**src/rtl/cch_pkg.sv**
```systemverilog
// Constants for the host-side controller of a 16-bit command/data CAM port.
// Assumes one 100 MHz clock; pin timing counts derive from the figures below.
`default_nettype none
package cch_pkg;

  // Clock and pin timing, in ns as figures and derived cycle counts
  localparam int CLK_PERIOD_NS = 10;
  localparam int T_SETUP_NS    = 2;   // Control valid before chip enable low
  localparam int T_LOW_NS      = 75;  // Shortest chip enable low width
  localparam int T_HIGH_NS     = 15;  // Chip enable high width
  localparam int SYNC_STAGES   = 2;   // Input synchroniser depth on the data pins
  localparam int SETUP_CYC     = (T_SETUP_NS + CLK_PERIOD_NS - 1) / CLK_PERIOD_NS;
  localparam int LOW_CYC       = (T_LOW_NS + CLK_PERIOD_NS - 1) / CLK_PERIOD_NS + SYNC_STAGES;
  localparam int HIGH_CYC      = (T_HIGH_NS + CLK_PERIOD_NS - 1) / CLK_PERIOD_NS;
  localparam int CNT_W         = 4;

  // Software register offsets (word indices on the local port)
  localparam logic [3:0] OFS_OP       = 4'h0;
  localparam logic [3:0] OFS_TX_WORD  = 4'h1;
  localparam logic [3:0] OFS_CTRL     = 4'h2;
  localparam logic [3:0] OFS_SEG      = 4'h3;
  localparam logic [3:0] OFS_RX_WORD  = 4'h4;
  localparam logic [3:0] OFS_STATUS   = 4'h5;
  localparam logic [3:0] OFS_NEXTFREE = 4'h6;
  localparam logic [3:0] OFS_IDENTITY = 4'h7;

  // Operation codes written to the operation register
  localparam logic [3:0] OP_NONE     = 4'h0;
  localparam logic [3:0] OP_CMD_WR   = 4'h1;  // One command write of the tx word
  localparam logic [3:0] OP_CMD_RD   = 4'h2;  // One command read
  localparam logic [3:0] OP_SEL_RD   = 4'h3;  // Select instruction then command read
  localparam logic [3:0] OP_STAT_RD  = 4'h4;  // Two back-to-back command reads
  localparam logic [3:0] OP_CTRL_WR  = 4'h5;  // Select instruction then control word
  localparam logic [3:0] OP_SEG_WR   = 4'h6;  // Select instruction then segment word
  localparam logic [3:0] OP_DATA_WR  = 4'h7;  // One data write of the tx word
  localparam logic [3:0] OP_DATA_RD  = 4'h8;  // One data read

  // Device control word fields
  localparam int CTL_RESET_BIT = 15;
  localparam int CTL_MATCH_LO  = 13;
  localparam int CTL_FULL_LO   = 11;
  localparam int CTL_XLAT_LO   = 9;
  localparam int CTL_SPLIT_LO  = 6;
  localparam int CTL_MASK_LO   = 4;
  localparam int CTL_STEP_LO   = 2;
  localparam int CTL_MODE_LO   = 0;
  localparam logic [1:0] CODE2_RESERVED = 2'h2;
  localparam logic [1:0] CODE2_KEEP     = 2'h3;
  localparam logic [15:0] CTL_RESET_VAL = 16'hFFFF;  // All fields keep, no reset

  // Segment control strobe positions (active low loads)
  localparam int SEG_DEST_LIMIT_LD = 15;
  localparam int SEG_SRC_LIMIT_LD  = 10;
  localparam int SEG_DEST_COUNT_LD = 5;
  localparam int SEG_SRC_COUNT_LD  = 2;
  localparam logic [15:0] SEG_RESET_VAL = 16'hFFFF;  // All loads idle

  // Status and identity word fields
  localparam int ST_FULL_N_BIT  = 31;
  localparam int ST_MULTI_N_BIT = 30;
  localparam int ST_VALID_LO    = 28;
  localparam int ST_HIT_N_BIT   = 0;
  localparam int ID_LO          = 4;

  // Host controller states, one-hot
  typedef enum logic [3:0] {
    ST_IDLE  = 4'b0001,
    ST_SETUP = 4'b0010,
    ST_LOW   = 4'b0100,
    ST_HIGH  = 4'b1000
  } cch_state_type;

endpackage

`default_nettype wire

```
**src/rtl/cch_host.sv**
```systemverilog
// Host-side controller that drives a 64-bit-word CAM over its 16-bit
// command/data pins with chip-enable framed cycles.
// Assumes a 100 MHz clock, a single-cycle local register port, and a device
// that needs no clock of its own.
//
// Design decisions made here: the address-and-strobe port and the register offsets.

`timescale 1ns/1ps
`default_nettype none

module cch_host
  import cch_pkg::*;
#(
  parameter int DEPTH_BITS = 13  // Address bits of one device: 10, 11, 12 or 13
) (
  input  wire logic        clk,        // System clock
  input  wire logic        rst_n,      // Asynchronous reset, active low
  input  wire logic [3:0]  reg_addr,   // Local register index
  input  wire logic [31:0] reg_wdata,  // Local write data
  input  wire logic        reg_wr,     // Local write strobe
  input  wire logic        reg_rd,     // Local read strobe
  output logic      [31:0] reg_rdata,  // Local read data, cycle after strobe
  output logic             cam_e_n,    // Chip enable to device, active low
  output logic             cam_cm_n,   // Low selects command cycle, high data
  output logic             cam_w_n,    // Low selects write, high read
  input  wire logic [15:0] dq_in,      // Data pins as seen from the device
  output logic      [15:0] dq_out,     // Data driven onto the pins
  output logic             dq_oe,      // High while the host drives the pins
  output logic             busy        // High while an operation runs
);

  ////////////////////////////////////////////////////////////////////////////
  // Functions

  // Reserved two-bit codes collapse to keep
  function automatic logic [1:0] clean2(input logic [1:0] code);
    clean2 = (code == CODE2_RESERVED) ? CODE2_KEEP : code;
  endfunction

  // Number of device cycles an operation takes
  function automatic logic [1:0] op_len(input logic [3:0] op);
    case (op)
      OP_SEL_RD, OP_STAT_RD, OP_CTRL_WR, OP_SEG_WR: op_len = 2'd2;
      OP_CMD_WR, OP_CMD_RD, OP_DATA_WR, OP_DATA_RD: op_len = 2'd1;
      default:                                      op_len = 2'd0;
    endcase
  endfunction

  // Whether a given step of an operation is a write cycle
  // Select-then-read writes its select word first and reads second
  function automatic logic step_write(input logic [3:0] op, input logic step);
    case (op)
      OP_CMD_WR, OP_DATA_WR, OP_CTRL_WR, OP_SEG_WR: step_write = 1'b1;
      OP_SEL_RD:                                    step_write = ~step;
      default:                                      step_write = 1'b0;
    endcase
  endfunction

  ////////////////////////////////////////////////////////////////////////////
  // Registers and synchroniser

  cch_state_type            state;
  cch_state_type            next_state;
  logic [CNT_W-1:0]         cnt;
  logic [CNT_W-1:0]         next_cnt;
  logic [3:0]               op;
  logic                     step;
  logic [15:0]              tx_word;
  logic [15:0]              ctrl_word;
  logic [15:0]              seg_word;
  logic [31:0]              rx_word;
  logic [15:0]              dq_meta;
  logic [15:0]              dq_sync;

  // Two-stage synchroniser on the data pins
  // Only the second stage feeds logic; the first may still be settling
  always_ff @(posedge clk or negedge rst_n) begin
    if (!rst_n) begin
      dq_meta <= 16'h0000;
      dq_sync <= 16'h0000;
    end else begin
      dq_meta <= dq_in;
      dq_sync <= dq_meta;
    end
  end

  ////////////////////////////////////////////////////////////////////////////
  // Local port decode

  wire        wr_op    = reg_wr && (reg_addr == OFS_OP);
  wire        launch   = wr_op && (state == ST_IDLE) && (op_len(reg_wdata[3:0]) != 2'd0);
  wire        last_step = (op_len(op) == 2'd1) || step;
  wire        cur_write = step_write(op, step);
  wire        cnt_zero  = (cnt == '0);

  // Operation and step that the coming device cycle will run; a launch
  // takes its code straight from the write data, a second step from op
  wire [3:0]  next_op       = launch ? reg_wdata[3:0] : op;
  wire        next_step_sel = launch ? 1'b0 : (state == ST_HIGH) ? 1'b1 : step;
  wire        next_write    = step_write(next_op, next_step_sel);
  wire        next_cmd      = (next_op != OP_DATA_WR) && (next_op != OP_DATA_RD);

  // Control word with reserved codes replaced, reset bit passed as given
  wire [15:0] ctrl_clean = {ctrl_word[CTL_RESET_BIT],
                            clean2(ctrl_word[CTL_MATCH_LO +: 2]),
                            clean2(ctrl_word[CTL_FULL_LO +: 2]),
                            clean2(ctrl_word[CTL_XLAT_LO +: 2]),
                            ctrl_word[CTL_SPLIT_LO +: 3],
                            ctrl_word[CTL_MASK_LO +: 2],
                            ctrl_word[CTL_STEP_LO +: 2],
                            clean2(ctrl_word[CTL_MODE_LO +: 2])};

  // Word for a write step: select instruction first, then the payload
  wire [15:0] step_word = (!next_step_sel)       ? tx_word :
                          (op == OP_CTRL_WR)     ? ctrl_clean :
                          (op == OP_SEG_WR)      ? seg_word : tx_word;

  // Local copies that software writes
  // Held here; they reach the pins only when an operation runs
  always_ff @(posedge clk or negedge rst_n) begin
    if (!rst_n) begin
      tx_word   <= 16'h0000;
      ctrl_word <= CTL_RESET_VAL;
      seg_word  <= SEG_RESET_VAL;
    end else if (reg_wr) begin
      if (reg_addr == OFS_TX_WORD) tx_word   <= reg_wdata[15:0];
      if (reg_addr == OFS_CTRL)    ctrl_word <= reg_wdata[15:0];
      if (reg_addr == OFS_SEG)     seg_word  <= reg_wdata[15:0];
    end
  end

  ////////////////////////////////////////////////////////////////////////////
  // Pin cycle sequencer

  // Next state and counter
  // One device cycle: setup, enable low for LOW_CYC, then high for HIGH_CYC
  always_comb begin
    next_state = state;
    next_cnt   = cnt;
    case (state)
      ST_IDLE: begin
        if (launch) begin
          next_state = ST_SETUP;
          next_cnt   = CNT_W'(SETUP_CYC - 1);
        end
      end
      ST_SETUP: begin
        if (cnt_zero) begin
          next_state = ST_LOW;
          next_cnt   = CNT_W'(LOW_CYC - 1);
        end else begin
          next_cnt = cnt - 1'b1;
        end
      end
      ST_LOW: begin
        if (cnt_zero) begin
          next_state = ST_HIGH;
          next_cnt   = CNT_W'(HIGH_CYC - 1);
        end else begin
          next_cnt = cnt - 1'b1;
        end
      end
      ST_HIGH: begin
        if (!cnt_zero) begin
          next_cnt = cnt - 1'b1;
        end else if (last_step) begin
          next_state = ST_IDLE;
        end else begin
          next_state = ST_SETUP;
          next_cnt   = CNT_W'(SETUP_CYC - 1);
        end
      end
      default: begin
        next_state = ST_IDLE;
        next_cnt   = '0;
      end
    endcase
  end

  // State, operation and step registers
  // Step moves on only where a high phase leads into a second cycle
  always_ff @(posedge clk or negedge rst_n) begin
    if (!rst_n) begin
      state <= ST_IDLE;
      cnt   <= '0;
      op    <= OP_NONE;
      step  <= 1'b0;
    end else begin
      state <= next_state;
      cnt   <= next_cnt;
      if (launch) begin
        op   <= reg_wdata[3:0];
        step <= 1'b0;
      end else if (state == ST_HIGH && cnt_zero && !last_step) begin
        step <= 1'b1;
      end
    end
  end

  // Pin outputs, set up one cycle ahead of chip enable low
  // Loading them on entry to setup keeps them clear of the falling enable
  wire next_e_n  = !(next_state == ST_LOW);
  wire next_oe   = ((next_state == ST_SETUP) || (next_state == ST_LOW)) && next_write;

  always_ff @(posedge clk or negedge rst_n) begin
    if (!rst_n) begin
      cam_e_n  <= 1'b1;
      cam_cm_n <= 1'b1;
      cam_w_n  <= 1'b1;
      dq_out   <= 16'h0000;
      dq_oe    <= 1'b0;
    end else begin
      cam_e_n <= next_e_n;
      dq_oe   <= next_oe;
      if (next_state == ST_SETUP) begin
        cam_cm_n <= !next_cmd;
        cam_w_n  <= !next_write;
        dq_out   <= step_word;
      end else if (next_state == ST_IDLE) begin
        cam_cm_n <= 1'b1;
        cam_w_n  <= 1'b1;
      end
    end
  end

  // Read capture: first read fills the low half, second the high half
  // Sampled in the last low cycle, when the synchronised pins have settled
  always_ff @(posedge clk or negedge rst_n) begin
    if (!rst_n) begin
      rx_word <= 32'h0000_0000;
    end else if (state == ST_LOW && cnt_zero && !cur_write) begin
      if (op == OP_STAT_RD && step) rx_word[31:16] <= dq_sync;
      else                          rx_word[15:0]  <= dq_sync;
    end
  end

  ////////////////////////////////////////////////////////////////////////////
  // Decoding of words read back

  wire [15:0] free_index_mask = 16'((32'h1 << DEPTH_BITS) - 1);
  wire [15:0] vacant_location   = rx_word[15:0] & free_index_mask;
  wire [15:0] cascade_chip_bits = rx_word[15:0] & ~free_index_mask;

  wire [15:0] hit_mask      = 16'(((32'h1 << DEPTH_BITS) - 1) << 1);
  wire [15:0] hit_location  = (rx_word[15:0] & hit_mask) >> 1;
  wire        hit_n         = rx_word[ST_HIT_N_BIT];
  wire        cam_full_n    = rx_word[ST_FULL_N_BIT];
  wire        multi_hit_n   = rx_word[ST_MULTI_N_BIT];
  wire [1:0]  entry_validity_code = rx_word[ST_VALID_LO +: 2];
  wire [11:0] high_page     = (DEPTH_BITS == 10) ? {1'b0, rx_word[26:16]}
                                                 : rx_word[27:16];

  wire [11:0] dev_identity = rx_word[15:ID_LO];
  wire [3:0]  persistent_source_setting = rx_word[ID_LO-1:0];

  // Segment word shown with strobe positions cleared, as the device returns it
  wire [15:0] seg_view = seg_word & ~(16'h0001 << SEG_DEST_LIMIT_LD) & ~(16'h0001 << SEG_SRC_LIMIT_LD) &
                         ~(16'h0001 << SEG_DEST_COUNT_LD) & ~(16'h0001 << SEG_SRC_COUNT_LD);
  wire [15:0] ctrl_view = ctrl_clean & ~(16'h0001 << CTL_RESET_BIT);

  // Read mux
  // Decoded views place the page bits by DEPTH_BITS
  wire [31:0] rd_mux =
    (reg_addr == OFS_OP)       ? {27'h0, busy, op} :
    (reg_addr == OFS_TX_WORD)  ? {16'h0000, tx_word} :
    (reg_addr == OFS_CTRL)     ? {16'h0000, ctrl_view} :
    (reg_addr == OFS_SEG)      ? {16'h0000, seg_view} :
    (reg_addr == OFS_RX_WORD)  ? rx_word :
    (reg_addr == OFS_STATUS)   ? {cam_full_n, multi_hit_n, entry_validity_code, high_page,
                                  hit_location[14:0], hit_n} :
    (reg_addr == OFS_NEXTFREE) ? {cascade_chip_bits, vacant_location} :
    (reg_addr == OFS_IDENTITY) ? {16'h0000, dev_identity, persistent_source_setting} :
                                 32'h0000_0000;

  always_ff @(posedge clk or negedge rst_n) begin
    if (!rst_n) reg_rdata <= 32'h0000_0000;
    else if (reg_rd) reg_rdata <= rd_mux;
  end

  // Busy straight from the state; a launch while busy is dropped
  assign busy = (state != ST_IDLE);

endmodule

`default_nettype wire

```
**config.mk**
```make
export PLATFORM = sky130hd
export DESIGN_NAME = cch_host
export DESIGN_NICKNAME = d
export VERILOG_FILES = /design/src/rtl/cch_pkg.sv /design/src/rtl/cch_host.sv
export SDC_FILE = /design/constraint.sdc
export NUM_CORES = 1
export LEC_CHECK = 0
export ABC_AREA = 0
export BUFFER_PORTS_ARGS = -buffer_cell sky130_fd_sc_hd__clkbuf_2
export CORE_ASPECT_RATIO = 1.2
export CORE_MARGIN = 2
export CORE_UTILIZATION = 57
export DETAILED_ROUTE_END_ITERATION = 8
export HOLD_SLACK_MARGIN = 0.05
export PLACE_DENSITY = 0.79
export SYNTH_ARGS = -nofsm -noshare
export SYNTH_HDL_FRONTEND = slang
export SYNTH_SLANG_ARGS = --single-unit
```
**constraint.sdc**
```tcl
create_clock -name clk -period 2.85 [get_ports clk]
set_clock_uncertainty 0.05 [all_clocks]
set_input_delay 0.285 -clock clk [delete_from_list [all_inputs] [get_ports clk]]
set_output_delay 0.285 -clock clk [all_outputs]
set_load 0.01 [all_outputs]
```
==> results of run 1 <==
## power groups by stage
stage / clock (mW) / combinational (mW) / sequential (mW)
floorplan: 0 / 0.676 / 3.22
global placement: 0 / 1.13 / 3.20
detailed placement: 0 / 1.16 / 3.23
CTS: 2.55 / 1.19 / 3.19
global route: 2.66 / 1.31 / 3.23
finish: 2.52 / 1.19 / 3.19
## metal layers
metal	share of wire, %	up-vias
li1	-	2586
met3	6.8	26
met2	50	239
met1	41	2834
met4	2.2	0
met5	0	-
## state kept, by name, summed over array words and instances (netlist names), 4 cells and up
| register | cells |
|---|---|
| cnt | 4 |
| dq_sync | 16 |
| dq_meta | 16 |
| op | 4 |
| reg_rdata | 32 |
| tx_word | 16 |
| seg_word | 16 |
| dq_out | 16 |
| state | 4 |
| ctrl_word | 16 |
| rx_word | 32 |
## area by class of cell
class / count / share of cell area (%)
Sequential cell: 177 / 48.0
Inverter: 47 / 1.89
Multi-Input combinational cell: 399 / 31.2
Clock inverter: 12 / 1.91
Timing Repair Buffer: 141 / 9.68
Clock buffer: 20 / 5.01
Tap cell: 168 / 2.26
## cells by family (layout without fill, tap and decap cells)
group | after synthesis | in the layout | share of synthesized area, %
AO/OA/AOI/OAI | 142 | 142 | 12.7
AND/OR/NAND/NOR | 153 | 153 | 9.69
multiplexers | 95 | 95 | 13.7
buffers and inverters | 83 | 220 | 4.67
flip-flops | 177 | 177 | 57.8
adder cells (fa/ha/maj) | 9 | 9 | 1.45
## worst min-delay path by stage
stage / end / slack [ns] / depth (start not counted)
after floorplan: cnt[0] / -0.06 / 0
after global placement: cnt[1] / 0.26 / 1
after detailed placement: cnt[1] / 0.27 / 1
after CTS: tx_word[14] / 0.06 / 2
after global routing: seg_word[15] / 0.06 / 2
final: seg_word[14] / 0.07 / 2
## per-stage QoR
step	setup WS (ns)	area (um2)	cells	hold slack, ns
floorplan	0.452	7740	659	-0.0606
global placement	0.403	8500	915	0.259
detailed placement	0.365	8500	915	0.268
CTS	0.330	9320	964	0.0576
global route	0.247	9320	964	0.0636
finish	0.324	9320	964	0.0694
## synthesized netlist by cell type (3+ instances only)
| master | instances | share of area (%) |
|---|---|---|
| a211oi_1 | 3 | 0.29 |
| a21oi_1 | 15 | 0.97 |
| a221o_1 | 5 | 0.65 |
| a31oi_1 | 9 | 0.73 |
| a41oi_1 | 3 | 0.34 |
| and2_1 | 5 | 0.40 |
| buf_2 | 7 | 0.45 |
| buf_6 | 3 | 0.44 |
| clkbuf_1 | 23 | 1.1 |
| dfrtp_1 | 141 | 46 |
| dfstp_2 | 36 | 12 |
| ha_1 | 9 | 1.5 |
| inv_1 | 46 | 2.2 |
| mux2_2 | 76 | 11 |
| mux2i_1 | 18 | 2.3 |
| nand2_1 | 61 | 3.0 |
| nand2b_1 | 5 | 0.40 |
| nand3_1 | 4 | 0.26 |
| nor2_1 | 33 | 1.6 |
| nor2b_1 | 14 | 1.1 |
| nor3_1 | 5 | 0.32 |
| nor3b_1 | 3 | 0.29 |
| nor4b_1 | 3 | 0.34 |
| o21ai_0 | 39 | 2.5 |
| o22a_1 | 13 | 1.5 |
| o22ai_1 | 21 | 1.7 |
| o31a_1 | 7 | 0.79 |
| o32a_1 | 3 | 0.39 |
| or4b_2 | 3 | 0.39 |
==> reports/qor.txt, run 1 <==
cells after synthesis: 659
share of cells above drive strength 1: 34.8%
row count: 46
cts bufs inserted: 17
WL/cell: 19.3 um
grt met1 use: 34.1%
Logic pwr share: 17.3%
Detailed Route WL: 18.6 mm
H-tree Lvls: 4
DIE AREA: 0.0145 mm2
aggregate global-route resource usage: 26.8%
P_int: 5.02 mW
Final #Nets: 848
Crit path required time: 3.11 ns
endpoint type of the worst setup path: flip-flop
cts repair resizes: 0
hold buffers post-CTS: 17
Max Root-Sink Buffers: 2
Critical path buffers and inverters: 1
Switching Power: 1.88 mW
Hold Crit Class: primary input to flip-flop
Storage cell area: 0.00447 mm2
vias in the first global route: 5,886
Leak: 4.26 nW
pin count of the biggest net entering global routing: 68
Clock power frac: 36.5%
WS Path Type: flip-flop to flip-flop
Setup Total Neg Slack: 0 ns
PwrDens: 741 mW/mm2
min Tclk post-route: 2.53 ns
diode count: 0
unrepaired setup endpoints after global routing: no
Hold Startpoint: reg_wdata[14]
Congestion Overflow GR: 0
Ports: 109
Synth cell types: 64
core area: 0.0132 mm2
dpl hpwl: 12.4 mm
port bufs: 92
Sw Share: 27.2%
Synth Register Bits: 177
CTS Sinks: 177
Reg clk slew, reported paths: 0.07 ns
Post-CTS Setup Bufs: 0
max frequency: 396 MHz
DR DRC count: 0
Post-Syn Area: 0.00774 mm2
commonest cells after routing, fill and taps aside: dfrtp_1, clkbuf_2, mux2_2
max_cap viols: 0
final setup fails: 0
part of the Yosys area used for sequential elements: 57.8%
Slew HR: 53.0%
first-pass GRT wire length: 30.6 mm
Root Buffer: clkbuf_16
R2R setup slack: 0.32 ns
DRT antenna net count: 0
crit path to: dq_out[2]
Die W: 110 um
Mapped Nets: 724
Crit path max-delay family: compound AO/OA/AOI/OAI gates
initial antenna violation count: 0
RePlAce Congestion: 0.896
M2 GR Usage: 44.8%
Worst-Margin Slew: 0.699 ns
Synth async-reset ratio: 100%
area of the multi-input gates: 0.00291 mm2
Fillers: 986
Reg power frac: 46.3%
Setup crit start kind: flip-flop
Slew Viols, Final: 0
Worst Setup SP: state[0]
Post-Syn Area per Cell: 11.8 um2
number of synthesized flops with an enable pin: 0
Post-synth top flop: dfrtp_1
clk_lat worst skew: 0.43 ns
grt peak-use layer: met2
max incr delay on CP: 0.56 ns
worst reg2reg path startpoint: state[0]
worst path arrival time: 2.78 ns
met3 Track Usage GR: 6.46%
CP cell instances: or4b_1, a2111o_1, o21ba_1, buf_4, o22ai_1, mux2i_1
Area Growth Syn to Fin: 20.3%
Tcrit/Tclk final: 88.6%
Max rail drop VDD: 0.000506 V
most common cell after layout, fill and taps aside: dfrtp_1
via count: 5,685
total power: 6.90 mW
Yosys warnings: 0
first drt pass iteration count: 5
Vias/cell: 5.90
CTS tree: done
DRT iter0 DRCs: 431
Max FO, Critical Path: 16
initial core utilization: 58.5%
Crit path depth: 6
Register-to-Register Path Depth: 6
status: completed
Die Span Y: 132 um
final hold vios: 0
Slowest-stage cell, CP: dfstp_2
Finished Core Util: 70.4%
R2R Path End: dq_out[2]
(Power assumes the default switching activity.)
==> run 2, diff against run 1 <==
- BUFFER_PORTS_ARGS: -buffer_cell sky130_fd_sc_hd__clkbuf_2 -> -buffer_cell sky130_fd_sc_hd__buf_4
==> reports/qor.txt, run 2 (synthesis results as in run 1) <==
status: completed
unrepaired setup endpoints after global routing: no
RePlAce Congestion: 0.958 (+7.0%)
port bufs: 92 (unchanged)
DR DRC count: 0 (unchanged)
min Tclk post-route: 2.62 ns (+0.0947 ns)
hold buffers post-CTS: 17 (unchanged)
endpoint type of the worst setup path: flip-flop
max_cap viols: 0 (unchanged)
clk_lat worst skew: 0.42 ns (about the same)
via count: 5,752 (+1.2%)
final hold vios: 0 (unchanged)
most common cell after layout, fill and taps aside: dfrtp_1
row count: 46 (unchanged)
share of cells above drive strength 1: 34.4% (-0.41 points)
Reg clk slew, reported paths: 0.07 ns (about the same)
cts repair resizes: 0 (unchanged)
Congestion Overflow GR: 0 (unchanged)
aggregate global-route resource usage: 26.5% (-0.28 points)
final hold slack: 0.0681 ns (-0.00134 ns)
Fillers: 912 (-7.5%)
first drt pass iteration count: 5 (unchanged)
Die Span Y: 132 um (unchanged)
Hold Crit Class: primary input to flip-flop
vias in the first global route: 5,810 (-1.3%)
Die W: 110 um (unchanged)
worst reg2reg path startpoint: op[0]
Final WS setup: 0.229 ns (-0.0947 ns)
Final #Nets: 843 (-0.59%)
Area Growth Syn to Fin: 22.0%
placed cell areas: 0.00871 mm2 (+2.4%)
cts bufs inserted: 17 (unchanged)
H-tree Lvls: 4 (unchanged)
dpl cells: 910 (-0.55%)
Logic pwr share: 18.6% (+1.3 points)
commonest cells after routing, fill and taps aside: dfrtp_1, buf_4, mux2_2
initial antenna violation count: 0 (unchanged)
Max Root-Sink Buffers: 2 (unchanged)
WL/cell: 19.4 um (+0.53%)
Leak: 4.26 nW (about the same)
max frequency: 382 MHz (-3.6%)
Slew Viols, Final: 0 (unchanged)
first-pass GRT wire length: 30.7 mm (+0.23%)
Slew HR: 50.6% (-2.4 points)
Vias/cell: 6.00 (+1.7%)
worst path arrival time: 2.91 ns (+0.13 ns)
Max FO, Critical Path: 19 (+3)
Setup WS pre-CTS: 0.300 ns (-0.0651 ns)
Worst-Margin Slew: 0.741 ns (+0.0422 ns)
initial core utilization: 58.5% (unchanged)
pin count of the biggest net entering global routing: 78 (+15%)
Setup crit start kind: flip-flop
Sw Share: 28.4% (+1.2 points)
DIE AREA: 0.0145 mm2 (unchanged)
dpl hpwl: 12.7 mm (+1.8%)
P_int: 4.80 mW (-4.4%)
final setup fails: 0 (unchanged)
Switching Power: 1.90 mW (+1.3%)
Max rail drop VDD: 0.000426 V (-16%)
WS Path Type: flip-flop to flip-flop
Root Buffer: clkbuf_16
Worst Setup SP: op[0]
design area: 0.00944 mm2 (+1.4%)
Final Instance Count excl. Fillers: 959 (-0.52%)
Post-CTS Setup Bufs: 0 (unchanged)
PwrDens: 710 mW/mm2 (-4.2%)
Ports: 109 (unchanged)
Setup Total Neg Slack: 0 ns (unchanged)
Reg power frac: 48.1% (+1.8 points)
Tcrit/Tclk final: 92.0% (+3.3 points)
diode count: 0 (unchanged)
Hold Startpoint: reg_wdata[6]
CTS Sinks: 177 (unchanged)
Crit path required time: 3.14 ns (+0.03 ns)
Clock power frac: 33.3% (-3.2 points)
DRT iter0 DRCs: 545 (+26%)
CTS tree: done
Detailed Route WL: 18.6 mm (about the same)
core area: 0.0132 mm2 (unchanged)
Regs by FF count: reg_rdata x32, rx_word x32
DRT antenna net count: 0 (unchanged)
==> run 2: cell types whose count changed in the layout (fill, tap and decap cells not counted) <==
cell | before | now
buf_4 | 30 | 115
nor3b_2 | 0 | 1
clkinv_4 | 2 | 3
clkbuf_8 | 3 | 2
buf_12 | 2 | 3
bufinv_16 | 4 | 1
clkinv_2 | 3 | 4
clkbuf_1 | 0 | 1
nor3b_1 | 3 | 2
clkinvlp_4 | 1 | 2
clkbuf_2 | 91 | 0
==> run 2: through the flow <==
step                utilization (%)  power (mW)
floorplan                         -        3.89
global placement               65.8        4.38
detailed placement             65.8        4.47
CTS                            71.3        6.72
global route                   71.3        7.01
finish                         71.3        6.71
==> run 2: layer usage <==
| layer | vias to the layer above | routed length, um | global-route usage, % |
|---|---|---|---|
| li1 | 2573 | - | - |
| met1 | 2903 | 7680 | 35.6 |
| met2 | 239 | 9480 | 44.4 |
| met3 | 37 | 1040 | 4.43 |
| met4 | 0 | 363 | 8.61 |
| met5 | - | 0 | 0 |
==> run 2: final timing paths <==
check,endpoint,slack [ns],cells past startpoint
max,dq_out[6],0.23,8
min in group asynchronous,cnt[1],0.40,2
max in group asynchronous,ctrl_word[5],1.46,3
min reg2reg,dq_sync[13],0.30,0
min,seg_word[6],0.07,2
max reg2reg,dq_out[6],0.23,8
==> run 2: power groups by stage <==
| stage | clock network (mW) | logic, mW | registers [mW] |
|---|---|---|---|
| floorplan | 0 | 0.676 | 3.22 |
| global placement | 0 | 1.16 | 3.22 |
| detailed placement | 0 | 1.22 | 3.25 |
| CTS | 2.26 | 1.25 | 3.21 |
| global route | 2.36 | 1.38 | 3.27 |
| finish | 2.23 | 1.25 | 3.22 |
==> run 2: area by class of cell <==
cell class	instances	area, um2	share of cell area (%)
flip-flops and latches	177	4470	47.4
multi-input cells	399	2910	30.8
repair buffers	136	1100	11.7
clock buffers	20	457	4.84
well taps	168	210	2.23
inverters	47	176	1.87
clock inverters	12	109	1.15
==> run 2: worst max-delay path: stages (launching register included) <==
cell and delay, ns:
dfrtp_1 0.49, inv_1 0.12, ha_1 0.35, nor4b_1 0.16, a2111oi_0 0.57, a22o_1 0.23
or2_2 0.13, buf_12 0.18, mux2i_1 0.23
==> run 3, diff against run 2 <==
--- a/config.mk
+++ b/config.mk
@@ -11,4 +11,5 @@
 export CORE_MARGIN = 2
 export CORE_UTILIZATION = 57
+export CTS_CLUSTER_DIAMETER = 30
 export DETAILED_ROUTE_END_ITERATION = 8
 export HOLD_SLACK_MARGIN = 0.05
==> constraint.sdc (replaced) <==
create_clock -name clk -period 2.85 [get_ports clk]
set_clock_uncertainty 0.05 [all_clocks]
set_input_delay 0 -clock clk [delete_from_list [all_inputs] [get_ports clk]]
set_output_delay 0 -clock clk [all_outputs]
set_load 0.01 [all_outputs]
==> reports/qor.txt, run 3 (synthesis results as in run 1) <==
via count: 5,769 (+0.30%)
DR DRC count: 0 (unchanged)
vias in the first global route: 5,947 (+2.4%)
min Tclk post-route: 2.59 ns (-0.0356 ns)
Logic pwr share: 19.1% (+0.5 points)
Reg clk slew, reported paths: 0.07 ns (about the same)
Slew HR: 47.2% (-3.4 points)
status: completed
Clock power frac: 32.1% (-1.2 points)
grt peak-use layer: met2
Die W: 110 um (unchanged)
row count: 46 (unchanged)
CTS Sinks: 177 (unchanged)
max_cap viols: 0 (unchanged)
final setup fails: 0 (unchanged)
Vias/cell: 5.91 (-1.5%)
met3 Track Usage GR: 5.58% (+1.2 points)
Setup Total Neg Slack: 0 ns (unchanged)
Crit path required time: 3.14 ns (about the same)
Detailed Route WL: 18.6 mm (+0.40%)
core area: 0.0132 mm2 (unchanged)
pin count of the biggest net entering global routing: 89 (+14%)
H-tree Lvls: 4 (unchanged)
Die Span Y: 132 um (unchanged)
DRT antenna net count: 0 (unchanged)
CP cell instances: or4b_1, a2111o_1, o22ai_4, o22ai_1, mux2i_1
initial core utilization: 58.5% (unchanged)
Critical path buffers and inverters: 0 (-2)
Leak: 4.30 nW (+0.97%)
cts bufs inserted: 17 (unchanged)
Max FO, Critical Path: 16 (-3)
WL/cell: 19.1 um (-1.4%)
Setup crit start kind: flip-flop
final hold vios: 0 (unchanged)
PwrDens: 690 mW/mm2 (-2.8%)
port bufs: 92 (unchanged)
Switching Power: 1.91 mW (+0.31%)
Root Buffer: clkbuf_16
grt met1 use: 34.9% (-0.66 points)
total power: 6.61 mW (-1.4%)
endpoint type of the worst setup path: flip-flop
Max Root-Sink Buffers: 2 (unchanged)
first-pass GRT wire length: 30.7 mm (-0.13%)
DIE AREA: 0.0145 mm2 (unchanged)
Slowest-stage cell, CP: dfstp_2
aggregate global-route resource usage: 26.6% (+0.042 points)
R2R setup slack: 0.26 ns (+0.04 ns)
Slew Viols, Final: 0 (unchanged)
CTS tree: done
initial antenna violation count: 0 (unchanged)
Reg power frac: 48.8% (+0.7 points)
Sw Share: 28.9% (+0.49 points)
Max rail drop VDD: 0.000467 V (+9.6%)
unrepaired setup endpoints after global routing: no
P_int: 4.70 mW (-2.1%)
Tcrit/Tclk final: 90.7% (-1.3 points)
dpl hpwl: 12.4 mm (-2.2%)
Worst-Margin Slew: 0.791 ns (+0.0503 ns)
diode count: 0 (unchanged)
commonest cells after routing, fill and taps aside: dfrtp_1, buf_4, mux2_2
max frequency: 387 MHz (+1.4%)
Ports: 109 (unchanged)
Congestion Overflow GR: 0 (unchanged)
share of cells above drive strength 1: 33.3% (-1.1 points)
Regs by FF count: reg_rdata x32, rx_word x32
Final #Nets: 860 (+2.0%)
DRT iter0 DRCs: 597 (+9.5%)
max incr delay on CP: 0.57 ns (about the same)
worst path arrival time: 2.88 ns (-0.03 ns)
Hold Crit Class: primary input to flip-flop
M2 GR Usage: 43.7% (-0.65 points)
Area Growth Syn to Fin: 23.7%
Crit path max-delay family: compound AO/OA/AOI/OAI gates
RePlAce Congestion: 0.901 (-5.9%)
first drt pass iteration count: 5 (unchanged)
WS Path Type: flip-flop to flip-flop
clk_lat worst skew: 0.42 ns (about the same)
most common cell after layout, fill and taps aside: dfrtp_1
-- run 3: power groups by stage --
stage          Sequential (mW)  Combinational (mW)  Clock [mW]
2_1_floorplan             3.22               0.676           0
3_3_place_gp              3.23                1.15           0
3_5_place_dp              3.25                1.20           0
4_1_cts                   3.22                1.26        2.14
5_1_grt                   3.26                1.38        2.27
6_report                  3.23                1.27        2.12
-- run 3: layout make-up --
type	instances	area, um2
well taps	168	210
flip-flops and latches	177	4470
repair buffers	153	1270
multi-input cells	399	2910
clock inverters	12	86.3
clock buffers	20	447
fillers	938	3660
inverters	47	176
-- run 3: final timing paths --
check	start	endpoint	cells past startpoint
setup reg to reg	state[0]	dq_out[10]	5
setup / recovery	state[0]	dq_out[10]	5
min in group asynchronous	rst_n	cnt[1]	2
hold / removal	reg_addr[1]	reg_rdata[7]	4
hold reg to reg	dq_meta[0]	dq_sync[0]	0
max in group asynchronous	rst_n	rx_word[15]	3
-- run 3: metal layers --
layer / wire length (um) / part of all wire, %
met4: 455 / 2.4
met5: 0 / 0
met2: 9340 / 50
met1: 7750 / 42
met3: 1090 / 5.8
-- run 3: per-stage QoR --
stage | instance area (um2) | utilization [%] | cells | worst slack [ns] | hold WS (ns)
floorplan | 7740 | - | 659 | 0.452 | -0.346
global placement | 8670 | 65.5 | 907 | 0.329 | 0.0396
global route | 9580 | 72.4 | 976 | 0.100 | 0.110
detailed placement | 8670 | 65.5 | 907 | 0.224 | 0.0516
finish | 9580 | 72.4 | 976 | 0.264 | 0.107
CTS | 9580 | 72.3 | 976 | 0.163 | 0.0843
-- run 3: timing repair --
action | in CTS | in global routing
hold buffers | 37 | 0
setup endpoints to repair | 0 | 1
endpoints found under the hold margin | 176 | 0
setup buffers | 0 | 0
resized for setup | 0 | 2
-- run 3: worst reg2reg max path, cell delays in order, from the launching register on --
cell and delay, ns:
dfstp_2 0.57, or4b_1 0.50, a2111o_1 0.49, o22ai_4 0.52
o22ai_1 0.19, mux2i_1 0.18
